## config.mk

```make
export PLATFORM = sky130hd
export DESIGN_NAME = sprf_framer
export DESIGN_NICKNAME = d
export VERILOG_FILES = /design/src/core/sprf_buf.v /design/src/core/sprf_framer.v
export VERILOG_INCLUDE_DIRS = /design/src /design/src/core
export SDC_FILE = /design/constraint.sdc
export NUM_CORES = 1
export LEC_CHECK = 0
export BUFFER_PORTS_ARGS = -buffer_cell sky130_fd_sc_hd__buf_2
export CAP_MARGIN = 40
export CELL_PAD_IN_SITES_DETAIL_PLACEMENT = 1
export CELL_PAD_IN_SITES_GLOBAL_PLACEMENT = 1
export CORE_MARGIN = 5
export CORE_UTILIZATION = 43
export DETAILED_ROUTE_END_ITERATION = 7
export PLACE_DENSITY = 0.9
export RECOVER_POWER = 100
export SYNTH_ARGS = -nofsm -noshare
export SYNTH_HDL_FRONTEND = slang
export SYNTH_SLANG_ARGS = --single-unit
```

## constraint.sdc

```tcl
create_clock -name clk -period 6.8 [get_ports clk]
set_input_delay 1.36 -clock clk [delete_from_list [all_inputs] [get_ports clk]]
set_output_delay 1.36 -clock clk [all_outputs]
set_load 0.03 [all_outputs]
```

## src/core/sprf_regs.vh

```
// Constants of the signaling payload framer: sizes, header values, timing.
// Assumes inclusion by bare name from the core design files only.
`ifndef SPRF_REGS_VH
`define SPRF_REGS_VH

// ************************
// Payload structure sizes in bytes
// ************************
`define SPRF_LEN_BYTES     17'h00002
`define SPRF_CRC_BYTES     17'h00002
`define SPRF_BASIC_BYTES   16'h0019
`define SPRF_TAIL_BYTES    17'h00004

// ************************
// Packet size limits in bytes, and index of the last header byte
// ************************
`define SPRF_MTU_BYTES     16'h05DC
`define SPRF_IP_HDR_BYTES  16'h0014
`define SPRF_UDP_HDR_BYTES 16'h0008
`define SPRF_RTP_HDR_BYTES 16'h000C
`define SPRF_EXT_RSV_BYTES 16'h0020
`define SPRF_FRAG_MAX      (`SPRF_MTU_BYTES - `SPRF_IP_HDR_BYTES - `SPRF_UDP_HDR_BYTES - `SPRF_RTP_HDR_BYTES)
`define SPRF_HDR_LAST_IDX  4'hB

// ************************
// Addressing
// ************************
`define SPRF_DST_ADDR      32'hEF003330
`define SPRF_BASE_PORT     16'h7570
`define SPRF_PORT_STEP     16'h0064

// ************************
// RTP header field values
// ************************
`define SPRF_RTP_VER       2'h2
`define SPRF_RTP_PAD       1'h0
`define SPRF_RTP_CC        4'h0
`define SPRF_RTP_PT        7'h4D
`define SPRF_RTP_SSRC      32'h00000000
`define SPRF_SEQ_INIT      16'h0000

// ************************
// Timestamp field positions
// ************************
`define SPRF_TS_SEC_MSB    21
`define SPRF_TS_NS_MSB     29
`define SPRF_TS_NS_LSB     20

// ************************
// Check word
// ************************
`define SPRF_CRC_POLY      16'h1021
`define SPRF_CRC_INIT      16'hFFFF

`endif

```

## src/core/sprf_buf.v

```verilog
// Two-entry buffer with valid and ready on both sides.
// Assumes one clock and a synchronous active-high reset.
module sprf_buf #(
    parameter WIDTH = 8
) (
    // Clock and reset
    input  wire             clk,
    input  wire             reset,
    // Filling side
    input  wire [WIDTH-1:0] in_data,
    input  wire             in_valid,
    output reg              in_ready,
    // Draining side
    output reg  [WIDTH-1:0] out_data,
    output reg              out_valid,
    input  wire             out_ready
);

    reg  [WIDTH-1:0] spare;
    reg              spare_valid;
    wire             push;
    wire             pop;
    wire [1:0]       fill;
    reg  [1:0]       next_fill;

    // Handshakes and occupancy
    assign push = in_valid & in_ready;
    assign pop  = out_valid & out_ready;
    assign fill = {1'b0, out_valid} + {1'b0, spare_valid};

    // Occupancy after this cycle
    always @* begin
        next_fill = fill;
        if (push & ~pop) begin
            next_fill = fill + 2'h1;
        end else if (pop & ~push) begin
            next_fill = fill - 2'h1;
        end
    end

    // Head and spare entries, ready from a flop
    always @(posedge clk) begin
        if (reset) begin
            out_data    <= {WIDTH{1'b0}};
            out_valid   <= 1'b0;
            spare       <= {WIDTH{1'b0}};
            spare_valid <= 1'b0;
            in_ready    <= 1'b0;
        end else begin
            in_ready <= (next_fill != 2'h2);
            if (pop) begin
                if (spare_valid) begin
                    out_data    <= spare;
                    spare       <= in_data;
                    spare_valid <= push;
                end else begin
                    out_data  <= in_data;
                    out_valid <= push;
                end
            end else if (push) begin
                if (out_valid) begin
                    spare       <= in_data;
                    spare_valid <= 1'b1;
                end else begin
                    out_data  <= in_data;
                    out_valid <= 1'b1;
                end
            end
        end
    end

endmodule

```

## src/core/sprf_framer.v

```verilog
// Signaling payload framer: builds length, body and check word, and cuts
// the payload into RTP packets with header bytes ahead of each fragment.
// Assumes a downstream stage that adds IP/UDP headers from the sideband
// and inserts any signing extension right after header byte 11.
`include "sprf_regs.vh"

module sprf_framer (
    // Clock and reset
    input  wire        clk,
    input  wire        reset,
    // Payload request
    input  wire        start,
    input  wire [15:0] body_len,
    input  wire [31:0] boot_seconds,
    input  wire [31:0] boot_nanoseconds,
    input  wire [1:0]  channel,
    input  wire        sign_en,
    input  wire [10:0] frag_max,
    // Request status
    output reg         busy,
    output reg         len_err,
    output reg  [15:0] set_count,
    output reg  [7:0]  set_packets,
    // Body byte stream
    input  wire [7:0]  in_data,
    input  wire        in_valid,
    output wire        in_ready,
    // Packet byte stream
    output reg  [7:0]  out_data,
    output reg         out_valid,
    output reg         out_first,
    output reg         out_last,
    input  wire        out_ready,
    // Per-packet sideband
    output reg  [31:0] pkt_dst_addr,
    output reg  [15:0] pkt_dst_port,
    output reg  [15:0] pkt_len,
    output reg         pkt_ext
);

    // ************************
    // States
    // ************************
    localparam S_IDLE = 2'h0;
    localparam S_HDR  = 2'h1;
    localparam S_PAY  = 2'h2;
    localparam [31:0] SSRC_WORD = `SPRF_RTP_SSRC;

    // ************************
    // Functions
    // ************************

    // One byte of the check word, most significant bit first
    function [15:0] crc_step;
        input [15:0] c;
        input [7:0]  d;
        integer      i;
        reg   [15:0] r;
        begin
            r = c;
            for (i = 0; i < 8; i = i + 1) begin
                if (r[15] ^ d[7-i]) begin
                    r = {r[14:0], 1'b0} ^ `SPRF_CRC_POLY;
                end else begin
                    r = {r[14:0], 1'b0};
                end
            end
            crc_step = r;
        end
    endfunction

    // RTP header byte at a given index
    function [7:0] hdr_byte;
        input [3:0]  idx;
        input        ext;
        input        mark;
        input [15:0] seq;
        input [31:0] ts;
        begin
            case (idx)
                4'h0: hdr_byte = {`SPRF_RTP_VER, `SPRF_RTP_PAD, ext, `SPRF_RTP_CC};
                4'h1: hdr_byte = {mark, `SPRF_RTP_PT};
                4'h2: hdr_byte = seq[15:8];
                4'h3: hdr_byte = seq[7:0];
                4'h4: hdr_byte = ts[31:24];
                4'h5: hdr_byte = ts[23:16];
                4'h6: hdr_byte = ts[15:8];
                4'h7: hdr_byte = ts[7:0];
                4'h8: hdr_byte = SSRC_WORD[31:24];
                4'h9: hdr_byte = SSRC_WORD[23:16];
                4'hA: hdr_byte = SSRC_WORD[15:8];
                4'hB: hdr_byte = SSRC_WORD[7:0];
                default: hdr_byte = 8'h00;
            endcase
        end
    endfunction

    // ************************
    // Registers and wires
    // ************************
    reg  [1:0]  state;
    reg  [15:0] blen;
    reg  [16:0] total;
    reg  [16:0] ppos;
    reg  [15:0] crc;
    reg  [31:0] ts;
    reg  [15:0] seq;
    reg         marker;
    reg         ext;
    reg  [1:0]  chan;
    reg  [10:0] frag_lim;
    reg  [10:0] fleft;
    reg  [3:0]  hcnt;

    wire [7:0]  b_data;
    wire        b_valid;
    wire        b_ready;
    wire        load_ok;
    wire [16:0] remain;
    wire [10:0] frag_now;
    wire [16:0] body_end;
    wire        in_len;
    wire        in_body;
    wire [7:0]  pay_byte;
    wire        emit_pay;
    wire        emit_hdr;
    wire [15:0] lim_cap;
    wire [10:0] lim_sel;

    // ************************
    // Input buffer
    // ************************

    // Body bytes wait here while the packet side stalls
    sprf_buf #(
        .WIDTH     (8)
    ) u_buf (
        .clk       (clk),
        .reset     (reset),
        .in_data   (in_data),
        .in_valid  (in_valid),
        .in_ready  (in_ready),
        .out_data  (b_data),
        .out_valid (b_valid),
        .out_ready (b_ready)
    );

    // ************************
    // Fragment sizing
    // ************************

    // Room left for payload once headers and extension are counted
    assign lim_cap = sign_en ? (`SPRF_FRAG_MAX - `SPRF_EXT_RSV_BYTES) : `SPRF_FRAG_MAX;
    assign lim_sel = ((frag_max == 11'h000) || ({5'h00, frag_max} > lim_cap)) ? lim_cap[10:0] : frag_max;

    // Next fragment: full size or the smaller remainder
    assign remain   = total - ppos;
    assign frag_now = (remain < {6'h00, frag_lim}) ? remain[10:0] : frag_lim;

    // ************************
    // Payload byte source
    // ************************

    // Length first, then body bytes, then the check word
    assign body_end = {1'b0, blen} + `SPRF_LEN_BYTES;
    assign in_len   = (ppos < `SPRF_LEN_BYTES);
    assign in_body  = ~in_len & (ppos < body_end);
    assign pay_byte = in_len ? (ppos[0] ? blen[7:0] : blen[15:8]) :
                      in_body ? b_data :
                      (ppos == body_end) ? crc[15:8] : crc[7:0];

    // Output register free, and data on hand
    assign load_ok  = ~out_valid | out_ready;
    assign emit_hdr = (state == S_HDR) & load_ok;
    assign emit_pay = (state == S_PAY) & load_ok & (~in_body | b_valid);
    assign b_ready  = (state == S_PAY) & load_ok & in_body;

    // ************************
    // Sequencer
    // ************************

    // Request capture, header bytes, then fragment bytes
    always @(posedge clk) begin
        if (reset) begin
            state    <= S_IDLE;
            blen     <= 16'h0000;
            total    <= 17'h00000;
            ppos     <= 17'h00000;
            crc      <= `SPRF_CRC_INIT;
            ts       <= 32'h00000000;
            seq      <= `SPRF_SEQ_INIT;
            marker   <= 1'b0;
            ext      <= 1'b0;
            chan     <= 2'h0;
            frag_lim <= 11'h000;
            fleft    <= 11'h000;
            hcnt     <= 4'h0;
            busy     <= 1'b0;
            len_err  <= 1'b0;
        end else begin
            len_err <= 1'b0;
            case (state)
                S_IDLE: begin
                    if (start && (body_len < `SPRF_BASIC_BYTES)) begin
                        len_err <= 1'b1;
                    end else if (start) begin
                        blen     <= body_len;
                        total    <= {1'b0, body_len} + `SPRF_TAIL_BYTES;
                        ppos     <= 17'h00000;
                        crc      <= `SPRF_CRC_INIT;
                        ts       <= {boot_seconds[`SPRF_TS_SEC_MSB:0],
                                     boot_nanoseconds[`SPRF_TS_NS_MSB:`SPRF_TS_NS_LSB]};
                        marker   <= 1'b1;
                        ext      <= sign_en;
                        chan     <= channel;
                        frag_lim <= lim_sel;
                        hcnt     <= 4'h0;
                        busy     <= 1'b1;
                        state    <= S_HDR;
                    end
                end
                S_HDR: begin
                    if (emit_hdr) begin
                        if (hcnt == 4'h0) begin
                            fleft <= frag_now;
                        end
                        if (hcnt == `SPRF_HDR_LAST_IDX) begin
                            hcnt  <= 4'h0;
                            state <= S_PAY;
                        end else begin
                            hcnt <= hcnt + 4'h1;
                        end
                    end
                end
                S_PAY: begin
                    if (emit_pay) begin
                        ppos  <= ppos + 17'h00001;
                        fleft <= fleft - 11'h001;
                        if (ppos < body_end) begin
                            crc <= crc_step(crc, pay_byte);
                        end
                        if (fleft == 11'h001) begin
                            marker <= 1'b0;
                            seq    <= seq + 16'h0001;
                            if (ppos == (total - 17'h00001)) begin
                                busy  <= 1'b0;
                                state <= S_IDLE;
                            end else begin
                                state <= S_HDR;
                            end
                        end
                    end
                end
                default: begin
                    state <= S_IDLE;
                    busy  <= 1'b0;
                end
            endcase
        end
    end

    // ************************
    // Packet byte output
    // ************************

    // Output register loads only when empty or being taken
    always @(posedge clk) begin
        if (reset) begin
            out_data  <= 8'h00;
            out_valid <= 1'b0;
            out_first <= 1'b0;
            out_last  <= 1'b0;
        end else if (emit_hdr) begin
            out_data  <= hdr_byte(hcnt, ext, marker, seq, ts);
            out_valid <= 1'b1;
            out_first <= (hcnt == 4'h0);
            out_last  <= 1'b0;
        end else if (emit_pay) begin
            out_data  <= pay_byte;
            out_valid <= 1'b1;
            out_first <= 1'b0;
            out_last  <= (fleft == 11'h001);
        end else if (out_ready) begin
            out_valid <= 1'b0;
            out_first <= 1'b0;
            out_last  <= 1'b0;
        end
    end

    // ************************
    // Per-packet sideband
    // ************************

    // Loaded with the first header byte, held to the packet's end
    always @(posedge clk) begin
        if (reset) begin
            pkt_dst_addr <= 32'h00000000;
            pkt_dst_port <= 16'h0000;
            pkt_len      <= 16'h0000;
            pkt_ext      <= 1'b0;
        end else if (emit_hdr && (hcnt == 4'h0)) begin
            pkt_dst_addr <= `SPRF_DST_ADDR;
            pkt_dst_port <= `SPRF_BASE_PORT + ({14'h0000, chan} * `SPRF_PORT_STEP);
            pkt_len      <= `SPRF_RTP_HDR_BYTES + {5'h00, frag_now};
            pkt_ext      <= ext;
        end
    end

    // ************************
    // Set statistics
    // ************************

    // Sets finished and packets of the current set
    always @(posedge clk) begin
        if (reset) begin
            set_count   <= 16'h0000;
            set_packets <= 8'h00;
        end else if ((state == S_IDLE) && start && (body_len >= `SPRF_BASIC_BYTES)) begin
            set_packets <= 8'h00;
        end else if (emit_hdr && (hcnt == 4'h0)) begin
            set_packets <= set_packets + 8'h01;
        end else if (emit_pay && (fleft == 11'h001) && (ppos == (total - 17'h00001))) begin
            set_count <= set_count + 16'h0001;
        end
    end

endmodule

```

# Word-level counts from Yosys, hierarchy flattened
# Cells that the tools add are included.
[totals]
ff_bits = 236
wordCells = 255
[classes]
n_addsub = 15
mul = 1
n_lt_le_gt_ge = 6
n_eq_ne = 26
n_mux = 105
n_bitwise = 37
n_reduce_logical = 35
[op_table]
columns = ["op", "count"]
rows = [
  ["$mux 16", 32],
  ["$mux 8", 14],
  ["$mux 13", 8],
  ["$pmux 8 s8", 1],
  ["$mux 11", 5],
  ["$mux 17", 3],
  ["$eq 17x17->1", 2],
  ["$pmux 17 s2", 1],
  ["$add 16x1->16 const B", 2],
  ["$pmux 16 s2", 1],
  ["$not 3->3", 8],
  ["$mux 1", 22],
  ["$pmux 11 s2", 1],
  ["$add 16x2->17 const B", 1],
  ["$add 16x3->17 const B", 1],
  ["$add 17x1->17 const B", 1],
  ["$lt 17x11->1", 1],
  ["$lt 17x17->1", 1],
  ["$lt 17x2->1 const B", 1],
  ["$sub 17x1->17 const B", 1],
  ["$sub 17x17->17", 1],
  ["$add 15x9->16 const A", 1],
  ["$eq 4x3->1 const B", 4],
  ["$ge 16x5->1 const B", 1],
  ["42 further kinds", 111],
]

# Logic depth before layout (Yosys ltp)
# Gate-level depths: netlist of run 1.
[depth]
depth_word = 52
ltp_mapped = 25

# Modules after synthesis
# Synthesis of run 1 repeated with hierarchy kept, for this count alone.
[hier_totals]
cells_unflattened = 1659
area_unflattened_um2 = 13173.9
[modules_own_cells]
columns = ["module", "n_inst", "cells_each", "area_each_um2"]
rows = [
  ["sprf_framer", 1, 1565, 12290.5],
  ["sprf_buf", 1, 94, 883.3],
]

# Worst setup path after synthesis of run 1
# No wires, ideal clock.
[synth_timing]
path_type = "register -> register"
from = "register blen[0] (netlist name)"
to = "register pkt_len[10]"
setup_time_ps = 120
arrival_ps = 4867
required_time_ps = 6680
path_slack_ps = 1813
path_stages_with_launch = 25
path_buffers = 1
period_less_slack_ps = 4987
cell_sequence = "dfxtp_1 -> inv_1 -> ha_1 -> inv_1 -> fa_1 -> a21o_1 -> and4_1 -> o21a_1 -> o31a_1 -> a21oi_1 -> ha_1 -> nand3_1 -> nor2_1 -> nor3_1 -> nand4_1 -> or4b_1 -> nor2_1 -> buf_4 -> mux2i_1 -> ha_1 -> nor2b_1 -> and4_1 -> a31o_2 -> nand3_1 -> nand3_1"
[synth_rtl]
columns = ["element", "line_no", "rtl"]
rows = [
  ["end signal, assigned", "sprf_framer.v:304", "pkt_len <= `SPRF_RTP_HDR_BYTES + {5'h00, frag_now};"],
  ["end, declared", "sprf_framer.v:37", "output reg [15:0] pkt_len,"],
]

# Worst setup path in the final report of run 1
[layout_timing]
from = "register ppos[0]"
to = "register pkt_len[8]"
[layout_between]
elab_chain_cells = 4
[layout_lines]
columns = ["element", "line_no", "rtl"]
rows = [
  ["start, declared", "sprf_framer.v:104", "reg [16:0] ppos;"],
  ["start signal, assigned", "sprf_framer.v:237", "ppos <= ppos + 17'h00001;"],
  ["$sub 17x17->17 (*)", "sprf_framer.v:157", "assign remain = total - ppos;"],
  ["$lt 17x11->1", "sprf_framer.v:158", "assign frag_now = (remain < {6'h00, frag_lim}) ? remain[10:0] : frag_lim;"],
  ["$mux 11 (*)", "sprf_framer.v:158", ""],
  ["$add 4x11->12 (no line) (*)", "--", ""],
]
# Every way passes the cells marked *; elsewhere a longest branch is shown, timed or not.
# A chain may end at the register's enable or synchronous reset.

==> results of run 1 <==
-- logic make-up (layout without fill, tap and decap cells) --
group           after synthesis  count (layout)  share of synthesized area
compound gates              411             411                      0.191
other cells                   1              27                   0.000272
xor+xnor                    111             111                     0.0710
flops                       221             221                      0.321
fa+ha+maj                    67              67                     0.0613
simple gates                745             745                      0.257
mux                          40              40                     0.0298
buf+inv                     204             282                     0.0692
-- state kept, by name, indices dropped and copies added (netlist names), 12 cells and up --
name,flops
crc,16
total,15
blen,16
seq,16
ppos,17
ts,32
pkt_len,12
set_count,16
-- area by class of cell --
type,count,share of cell area
Clock buffer,37,0.0484
Clock inverter,11,0.00971
Inverter,63,0.0154
Multi-Input combinational cell,1401,0.554
Sequential cell,221,0.288
Tap cell,402,0.0328
Timing Repair Buffer,171,0.0515
-- layer usage --
| layer | wire length, um | vias to the layer above |
|---|---|---|
| met2 | 21700 | 492 |
| met1 | 19800 | 6784 |
| met5 | 20 | - |
| li1 | - | 6507 |
| met3 | 3040 | 91 |
| met4 | 1140 | 2 |
-- worst min-delay path: cells and delay by family (launching register included) --
family / cells / cell delay [ns]
simple gates: 1 / 0.05
compound gates: 1 / 0.05
flops: 1 / 0.31
-- power by group --
group	internal [W]	leakage, nW	switching, W
Combinational	0.000379	3.42	0.000758
Sequential	0.00139	1.80	0.000114
Clock	0.000874	0.429	0.000585
-- worst max path at each step --
| stage | start | endpoint | slack [ns] | cells after the start |
|---|---|---|---|---|
| 2_1_floorplan | blen[0]$_SDFFE_PP0P_ | pkt_len[10]$_SDFFE_PP0P_ | 1.81 | 24 |
| 3_3_place_gp | blen[0]$_SDFFE_PP0P_ | pkt_len[8]$_SDFFE_PP0P_ | 1.19 | 23 |
| 3_5_place_dp | ppos[0]$_SDFFE_PP0P_ | pkt_len[8]$_SDFFE_PP0P_ | 1.02 | 23 |
| 4_1_cts | ppos[0]$_SDFFE_PP0P_ | pkt_len[8]$_SDFFE_PP0P_ | 0.98 | 23 |
| 5_1_grt | ppos[0]$_SDFFE_PP0P_ | pkt_len[8]$_SDFFE_PP0P_ | 0.43 | 23 |
| 6_report | ppos[0]$_SDFFE_PP0P_ | pkt_len[8]$_SDFFE_PP0P_ | 0.80 | 23 |
-- cells in the final DEF (no fill, tap or decap), types with 27 or more instances in the layout --
cell type  Yosys  layout
nor4_1        30      32
nand2_1      230     230
xnor2_1       72      72
nand4_1       29      29
inv_1         63      63
ha_1          66      66
mux2i_1       31      31
conb_1         1      27
clkbuf_1      79      93
buf_2          7      71
nor2_1       186     185
nand3_1       63      63
dfxtp_1      221     221
xor2_1        38      38
a21oi_1      164     164
o21ai_0       52      52
nor3_1        70      71
-- stage by stage --
step / utilization / instance area [um^2] / hold WS (ns) / setup WS [ns]
floorplan: - / 13900 / 0.436 / 1.81
global placement: 0.460 / 14600 / 0.437 / 1.19
detailed placement: 0.462 / 14600 / 0.448 / 1.02
CTS: 0.490 / 15500 / 0.456 / 0.980
global route: 0.485 / 15300 / 0.473 / 0.428
finish: 0.485 / 15300 / 0.453 / 0.795
==> results.py, run 1 <==
metrics = {
    "global_routing": {
        "grt_overflow": 0,
        "gr-usage-met3": 0.0387,
        "antenna_found_initial": 1,
        "use_met2": 0.416,
        "grt_max_degree": 86,
        "grt_pass1_vias": 14100,
        "use_met1": 0.322,
        "grt_usage": 0.244,
        "busiest_layer": "met2",
        "grt_pass1_wl_um": 73600,
    },
    "worst_setup_path": {
        "reg2regPathDepth": 23,
        "path_class": "reg2reg",
        "required_ns": 7.18,
        "crit_slowest_cell": "or4b_1",
        "critical_path_buf_inv_count": 2,
        "max_stage_delay_ns": 0.62,
        "crit_chain": "buf_4 > ha_1 > inv_1 > fa_1 > a21o_1 > and4_1 > o21a_1 > o31a_1 > a21oi_1 > ha_1 > nand3_1 > nor2_1 > nor3_1 > nand4_1 > or4b_1 > nor2_1 > mux2i_1 > ha_1 > nor2b_1 > and4_1 > xor2_1 > mux2i_1 > o21ai_0",
        "r2r-end": "pkt_len[8]$_SDFFE_PP0P_",
        "crit_top_cell": "ha_1",
        "rrSetupSlack_ns": 0.80,
        "rr_startpoint": "ppos[0]$_SDFFE_PP0P_",
        "critPathTopFamily": "simple AND/OR/NAND/NOR gates",
        "cp.arrival_ns": 6.39,
        "start_kind": "flop",
        "cp_max_fo": 14,
        "end_kind": "flop",
    },
    "clock_network": {
        "path_clk_slew_ns": 0.07,
        "postCtsResizedCells": 0,
        "cts_buffer_depth": 3,
        "numCtsBuffers": 26,
        "root_buffer": "clkbuf_16",
        "hold_buffers": 0,
        "cts_setup_buffers": 0,
        "htree_levels": 1,
        "insertion_delay_ns": 0.55,
        "cts_num_sinks": 221,
        "cts_tree": "built",
    },
    "outcome": {
        "violations": "capacitance limit, slew limit",
        "status": "complete, but fails checks",
    },
    "synthesis": {
        "syn_inst": 1800,
        "yosysSeqAreaShare": 0.321,
        "synth_area_um2": 13800,
        "yosys.area.top_type": "dfxtp_1",
        "synth.distinct_cells": 72,
        "synth_area_leaders": "dfxtp_1, nand2_1, ha_1, a21oi_1, nor2_1",
        "synth_top_area_share": 0.321,
        "async_flop_share": 0,
        "synth_edf_count": 0,
        "synth.avg_cell_area_um2": 7.67,
        "netlist_top_cells_count": "nand2_1, dfxtp_1, nor2_1, a21oi_1, clkbuf_1",
        "synth_ff_type": "dfxtp_1",
        "ys_seq_elements": 221,
        "synth_most_common_cell": "nand2_1",
        "yosys_warnings": 0,
    },
    "placement": {
        "dpl.cell_count": 2258,
        "numPortBuffers": 150,
        "place_congestion": 0.890,
        "dpl.hpwl_um": 32800,
    },
    "detailed_routing": {
        "dr.pass1.iters": 5,
        "wl_um": 45800,
        "ant_nets": 0,
        "via_count": 13900,
        "routedWlPerCell_um": 19.9,
        "drc": 0,
        "drt_iter0_drc": 1061,
        "via_per_inst": 6.02,
    },
    "timing": {
        "fmax_ghz": 0.167,
        "worstMarginPinSlew_ns": 3.17,
        "drv_slew": 193,
        "slew-limit-headroom": -1.12,
        "final_hold_viol_count": 0,
        "setup_viol": 0,
        "finalCritPeriodShare": 0.883,
        "fin_skew_ns": 0.0172,
        "period_minus_slack_ns": 6.00,
        "tns_ns": 0,
        "rsz0062_at_grt": "false",
    },
    "pwr": {
        "vdd_drop_max_v": 0.000168,
        "leakage_nw": 5.65,
        "p_total_w": 0.00410,
        "powerDensity_nw_per_um2": 267,
    },
    "die": {
        "dieArea_um2": 35800,
        "die_w_um": 189,
        "core_area_um2": 31600,
        "die_h_um": 189,
        "ios": 210,
        "fp-row-count": 65,
        "start_util": 0.436,
    },
    "finish": {
        "fillerInstances": 3991,
        "multi_input_area_um2": 8500,
        "drive_gt1_frac": 0.0756,
        "syn2layout_area_growth_pct": 11.2,
        "seq_area_um2": 4420,
        "nNetsFinal": 2058,
        "diodes": 0,
        "fin_cells": 2306,
    },
    "job": {
        "drv_cap": 5,
    },
    "hold_path": {
        "hp-start": "pkt_dst_port[6]$_SDFFE_PP0P_",
        "hold_depth": 2,
        "hold_path_class": "reg2reg",
        "min_to": "pkt_dst_port[6]$_SDFFE_PP0P_",
    },
}
(Power assumes the default switching activity.)
==> run 2: changes to the inputs <==
Settings changed: CORE_MARGIN 5 to 2, PLACE_DENSITY 0.9 to not set, PLACE_DENSITY_LB_ADDON set to 0.3.
==> run 2 against run 1 <==
  * The run still ends with capacitance limit, slew limit left
  * Clock skew is 0.0058 ns lower
  * Utilization rose by 0.22 points
  * Sequential power hardly changed
  * Global-route usage grew 1.6 points
  * Non-clock buffer count grew 1
  * Count of clock-buffer cells in the layout down 3
  * Flip-flop and latch count is the same
==> results.py, run 2 (same netlist as run 1, synthesis figures left out) <==
metrics = {
    "global_routing": {
        "grt_max_degree": 79,
        "grt_overflow": 0,
        "grt_pass1_wl_um": 71200,
        "grt_usage": 0.260,
        "antenna_found_initial": 0,
        "grt_pass1_vias": 13200,
    },
    "worst_setup_path": {
        "start_kind": "flop",
        "max_stage_delay_ns": 0.66,
        "end_kind": "flop",
        "cp_max_fo": 13,
        "required_ns": 7.24,
        "crit_chain": "clkbuf_1 > ha_1 > nand2_1 > nor2_1 > nand2_1 > xor2_1 > ha_1 > nand4_1 > or4_1 > o221ai_1 > a2111oi_2 > nor2_1 > clkbuf_1 > o2111ai_1 > nor4_1 > xnor2_1 > nor2_1",
        "crit_top_cell": "nor2_1",
        "crit_slowest_cell": "or4_1",
        "cp.arrival_ns": 6.68,
        "path_class": "reg2reg",
    },
    "finish": {
        "final_cell_mix": "nand2_1, dfxtp_1, nor2_1",
        "diodes": 0,
        "largest-register": "ts",
        "final_cell_area_um2": 15400,
        "nNetsFinal": 2059,
        "seq_area_um2": 4420,
        "layout_commonest_cell": "nand2_1",
        "fin_util": 0.487,
        "fin_cells": 2305,
        "multi_input_area_um2": 8500,
        "drive_gt1_frac": 0.0762,
        "reg.largest.list": "ts: 32 flops, ppos: 17 flops",
        "syn2layout_area_growth_pct": 11.4,
        "fillerInstances": 3997,
        "largest_reg_flops": 32,
    },
    "timing": {
        "tns_ns": 0,
        "rsz0062_at_grt": "false",
        "worstMarginPinSlew_ns": 3.31,
        "finalCritPeriodShare": 0.918,
        "hold-worst-slack_ns": 0.448,
        "setup_viol": 0,
        "drv_slew": 104,
        "period_minus_slack_ns": 6.24,
        "fin_skew_ns": 0.0114,
        "slew-limit-headroom": -1.20,
        "final_hold_viol_count": 0,
        "fmax_ghz": 0.160,
    },
    "die": {
        "ios": 210,
        "core_area_um2": 31600,
        "die_h_um": 183,
        "start_util": 0.437,
        "dieArea_um2": 33500,
        "fp-row-count": 65,
        "die_w_um": 183,
    },
    "pwr": {
        "leakage_nw": 5.68,
        "power_switching_w": 0.00145,
        "p_sw_frac": 0.352,
        "powerDensity_nw_per_um2": 268,
        "comb_power_share": 0.278,
        "power_frac_seq": 0.363,
        "p_int_w": 0.00267,
        "vdd_drop_max_v": 0.000188,
        "p_clk_frac": 0.358,
    },
    "clock_network": {
        "htree_levels": 1,
        "cts_buffer_depth": 3,
        "insertion_delay_ns": 0.54,
        "root_buffer": "clkbuf_16",
        "numCtsBuffers": 26,
        "cts_tree": "built",
        "postCtsResizedCells": 0,
        "cts_num_sinks": 221,
        "hold_buffers": 0,
        "cts_setup_buffers": 0,
        "path_clk_slew_ns": 0.06,
    },
    "placement": {
        "place_area_um2": 14600,
        "place_congestion": 0.877,
        "dpl.hpwl_um": 32300,
        "dpl.cell_count": 2259,
        "numPortBuffers": 150,
    },
    "detailed_routing": {
        "drc": 0,
        "via_per_inst": 5.79,
        "ant_nets": 0,
        "routedWlPerCell_um": 19.3,
        "dr.pass1.iters": 5,
        "drt_iter0_drc": 830,
        "wl_um": 44400,
        "via_count": 13400,
    },
    "outcome": {
        "status": "complete, but fails checks",
        "violations": "capacitance limit, slew limit",
    },
    "job": {
        "drv_cap": 2,
    },
    "hold_path": {
        "hold_path_class": "reg2reg",
    },
}
-- run 2: routing by layer --
metal	vias up	global-route usage	wire length, um
li1	6515	-	-
met2	333	0.428	20400
met1	6432	0.355	20600
met4	0	0.0755	1160
met5	-	0	0
met3	73	0.0353	2300
-- run 2: area by class of cell --
type / count / share of cell area
multi-input cells: 1401 / 0.553
flip-flops and latches: 221 / 0.288
inverters: 63 / 0.0154
clock inverters: 12 / 0.0108
clock buffers: 34 / 0.0470
well taps: 402 / 0.0327
repair buffers: 172 / 0.0533
-- run 2: critical path, delay by kind of cell, from the launching register on --
| kind | cells | cell delay (ns) |
|---|---|---|
| and+or+nand+nor | 8 | 2.16 |
| AOI/OAI and AO/OA | 3 | 1.34 |
| buffers and inverters | 2 | 1.14 |
| DFF | 1 | 0.47 |
| adders and majority gates | 2 | 0.69 |
| xor gates and xnor gates | 2 | 0.33 |
-- run 2: final timing paths --
kind | start | end | slack (ns) | depth (start not counted)
worst min register to register | pkt_dst_port[6]$_SDFFE_PP0P_ | pkt_dst_port[6]$_SDFFE_PP0P_ | 0.45 | 2
worst max-delay path | blen[1]$_SDFFE_PP0P_ | ppos[13]$_SDFFE_PP0P_ | 0.56 | 17
worst max register to register | blen[1]$_SDFFE_PP0P_ | ppos[13]$_SDFFE_PP0P_ | 0.56 | 17
worst min-delay path | pkt_dst_port[6]$_SDFFE_PP0P_ | pkt_dst_port[6]$_SDFFE_PP0P_ | 0.45 | 2
-- run 2: per-stage QoR --
stage	power [W]	worst slack, ns
floorplan	0.00234	1.81
global placement	0.00261	1.05
detailed placement	0.00266	0.879
CTS	0.00415	0.816
global route	0.00434	0.224
finish	0.00412	0.557
-- run 2: power groups by stage --
stage	Clock [W]	Sequential (W)	Combinational, W
after global placement	0	0.00152	0.00110
final	0.00148	0.00150	0.00115
after CTS	0.00151	0.00149	0.00115
after detailed placement	0	0.00152	0.00114
after global routing	0.00156	0.00151	0.00127
after floorplan	0	0.00153	0.000806
==> run 3: changes to the inputs <==
Settings changed: CORE_UTILIZATION 43 to 35.
==> run 3 against run 2 <==
  * The run still ends with capacitance limit, slew limit left
  * Critical path depth up 5
  * Die area is 22% higher
  * Worst setup slack better by 0.34 ns
  * Final area grew 1.1%
  * Non-clock buffer count unchanged
  * Utilization decreased by 8.7 points
  * First-iteration DRC count shrank 11%
  * Sequential share of layout area down 0.32 points
  * Flip-flop and latch count is the same
  * Total power grew 1.6%
==> results.py, run 3 (same netlist as run 1, synthesis figures left out) <==
metrics = {
    "global_routing": {
        "grt_usage": 0.212,
        "grt_pass1_wl_um": 71400,
        "grt_overflow": 0,
        "grt_max_degree": 97,
        "antenna_found_initial": 1,
        "grt_pass1_vias": 13100,
    },
    "timing": {
        "setup_viol": 0,
        "rsz0062_at_grt": "false",
        "worstMarginPinSlew_ns": 3.17,
        "slew-limit-headroom": -1.11,
        "fmax_ghz": 0.169,
        "period_minus_slack_ns": 5.90,
        "drv_slew": 114,
        "fin_skew_ns": 0.00940,
        "final_hold_viol_count": 0,
        "tns_ns": 0,
        "finalCritPeriodShare": 0.868,
    },
    "worst_setup_path": {
        "critical_path_buf_inv_count": 0,
        "cp-startpoint": "blen[1]$_SDFFE_PP0P_",
        "path_class": "reg2reg",
        "required_ns": 7.21,
        "cp_max_fo": 15,
        "start_kind": "flop",
        "end_kind": "flop",
        "critPathTopFamily": "simple AND/OR/NAND/NOR gates",
        "crit_chain": "ha_1 > nor2b_1 > o31a_1 > o211a_1 > o21a_1 > mux2i_1 > nand2_1 > ha_1 > a21o_1 > nand2_1 > nand4_1 > nor3_1 > nand4_1 > or4b_1 > nor2_1 > mux2i_1 > ha_1 > nor2b_1 > and4_1 > xor2_1 > mux2i_1 > o21ai_0",
        "max_stage_delay_ns": 0.72,
        "cp.arrival_ns": 6.31,
        "rr_startpoint": "blen[1]$_SDFFE_PP0P_",
        "crit_slowest_cell": "dfxtp_1",
    },
    "detailed_routing": {
        "met1_length_um": 21400,
        "via_count": 13400,
        "via_per_inst": 5.54,
        "ant_nets": 0,
        "routedWlPerCell_um": 18.5,
        "dr_wl_met2_um": 20300,
        "dr.pass1.iters": 5,
        "top_layer": "met5",
        "wl_um": 44800,
        "drc": 0,
        "wl_met3_um": 2100,
        "drt_iter0_drc": 740,
    },
    "clock_network": {
        "root_buffer": "clkbuf_16",
        "insertion_delay_ns": 0.56,
        "hold_buffers": 0,
        "postCtsResizedCells": 0,
        "path_clk_slew_ns": 0.06,
        "numCtsBuffers": 28,
        "cts_num_sinks": 221,
        "htree_levels": 1,
        "cts_buffer_depth": 3,
        "cts_setup_buffers": 0,
        "cts_tree": "built",
    },
    "placement": {
        "numPortBuffers": 150,
        "place_congestion": 0.870,
        "dpl.hpwl_um": 32900,
    },
    "hold_path": {
        "hold_path_class": "reg2reg",
        "hp-start": "pkt_dst_port[2]$_SDFFE_PP0P_",
    },
    "job": {
        "drv_cap": 3,
    },
    "die": {
        "die_w_um": 203,
        "start_util": 0.355,
        "fp-row-count": 72,
        "ios": 210,
        "die_h_um": 203,
        "core_area_um2": 38800,
        "dieArea_um2": 41000,
    },
    "finish": {
        "diodes": 0,
        "fillerInstances": 4847,
        "layout_commonest_cell": "nand2_1",
        "final_cell_mix": "nand2_1, dfxtp_1, nor2_1",
        "syn2layout_area_growth_pct": 12.6,
        "nNetsFinal": 2061,
        "largest_reg_flops": 32,
        "multi_input_area_um2": 8500,
        "reg.largest.list": "ts: 32 flops, ppos: 17 flops",
        "drive_gt1_frac": 0.0771,
        "largest-register": "ts",
        "seq_area_um2": 4420,
    },
    "pwr": {
        "powerDensity_nw_per_um2": 269,
        "vdd_drop_max_v": 0.000198,
        "p_total_w": 0.00418,
        "leakage_nw": 5.69,
    },
    "outcome": {
        "violations": "capacitance limit, slew limit",
        "status": "complete, but fails checks",
    },
}
-- run 3: changes by cell type in the layout (fill, tap and decap cells not counted), sizes merged --
cell and change:
clkinvlp -1, inv +1, clkinv +1, clkbuf +2
-- run 3: worst paths after layout --
check | endpoint | cells past startpoint | slack, ns
min reg2reg | pkt_dst_port[2]$_SDFFE_PP0P_ | 2 | 0.45
max | pkt_len[8]$_SDFFE_PP0P_ | 22 | 0.90
max reg2reg | pkt_len[8]$_SDFFE_PP0P_ | 22 | 0.90
min | pkt_dst_port[2]$_SDFFE_PP0P_ | 2 | 0.45
-- run 3: stage by stage --
| step | setup WS [ns] | cell area (um^2) | utilization | std cells | hold slack (ns) |
|---|---|---|---|---|---|
| 6_report | 0.899 | 15500 | 0.400 | 2424 | 0.454 |
| 5_1_grt | 0.445 | 15500 | 0.400 | 2424 | 0.478 |
| 4_1_cts | 1.04 | 15700 | 0.405 | 2424 | 0.458 |
| 3_5_place_dp | 1.08 | 14800 | 0.380 | 2375 | 0.450 |
| 3_3_place_gp | 1.14 | 14700 | 0.379 | 2368 | 0.439 |
| 2_1_floorplan | 1.81 | 13900 | - | 1826 | 0.436 |
-- run 3: per-layer routing --
metal | GRT usage | up-vias
li1 | - | 6521
met1 | 0.292 | 6545
met2 | 0.348 | 289
met3 | 0.0307 | 60
met4 | 0.0511 | 2
met5 | 0 | -
-- run 3: worst register-to-register path, cell delays in order (launching register included) --
cell     delay [ns]
dfxtp_1        0.72
ha_1           0.37
nor2b_1        0.15
o31a_1         0.30
o211a_1        0.29
o21a_1         0.21
mux2i_1        0.15
nand2_1        0.17
ha_1           0.34
a21o_1         0.18
nand2_1        0.06
nand4_1        0.07
nor3_1         0.19
nand4_1        0.11
or4b_1         0.64
nor2_1         0.42
mux2i_1        0.36
ha_1           0.30
nor2b_1        0.09
and4_1         0.24
xor2_1         0.15
mux2i_1        0.15
o21ai_0        0.09
-- run 3: cell type report --
cell class,instances,share of cell area
Multi-Input combinational cell,1401,0.547
Sequential cell,221,0.285
Timing Repair Buffer,172,0.0510
Clock buffer,36,0.0490
Tap cell,518,0.0417
Inverter,63,0.0152
Clock inverter,13,0.0118
-- run 3: report_power, final --
group          switching, W  leakage, nW  internal, W  total (W)
logic              0.000754         3.43     0.000379    0.00113
registers          0.000112         1.80      0.00139    0.00150
clock network      0.000605        0.467     0.000943    0.00155
total               0.00147         5.69      0.00271    0.00418
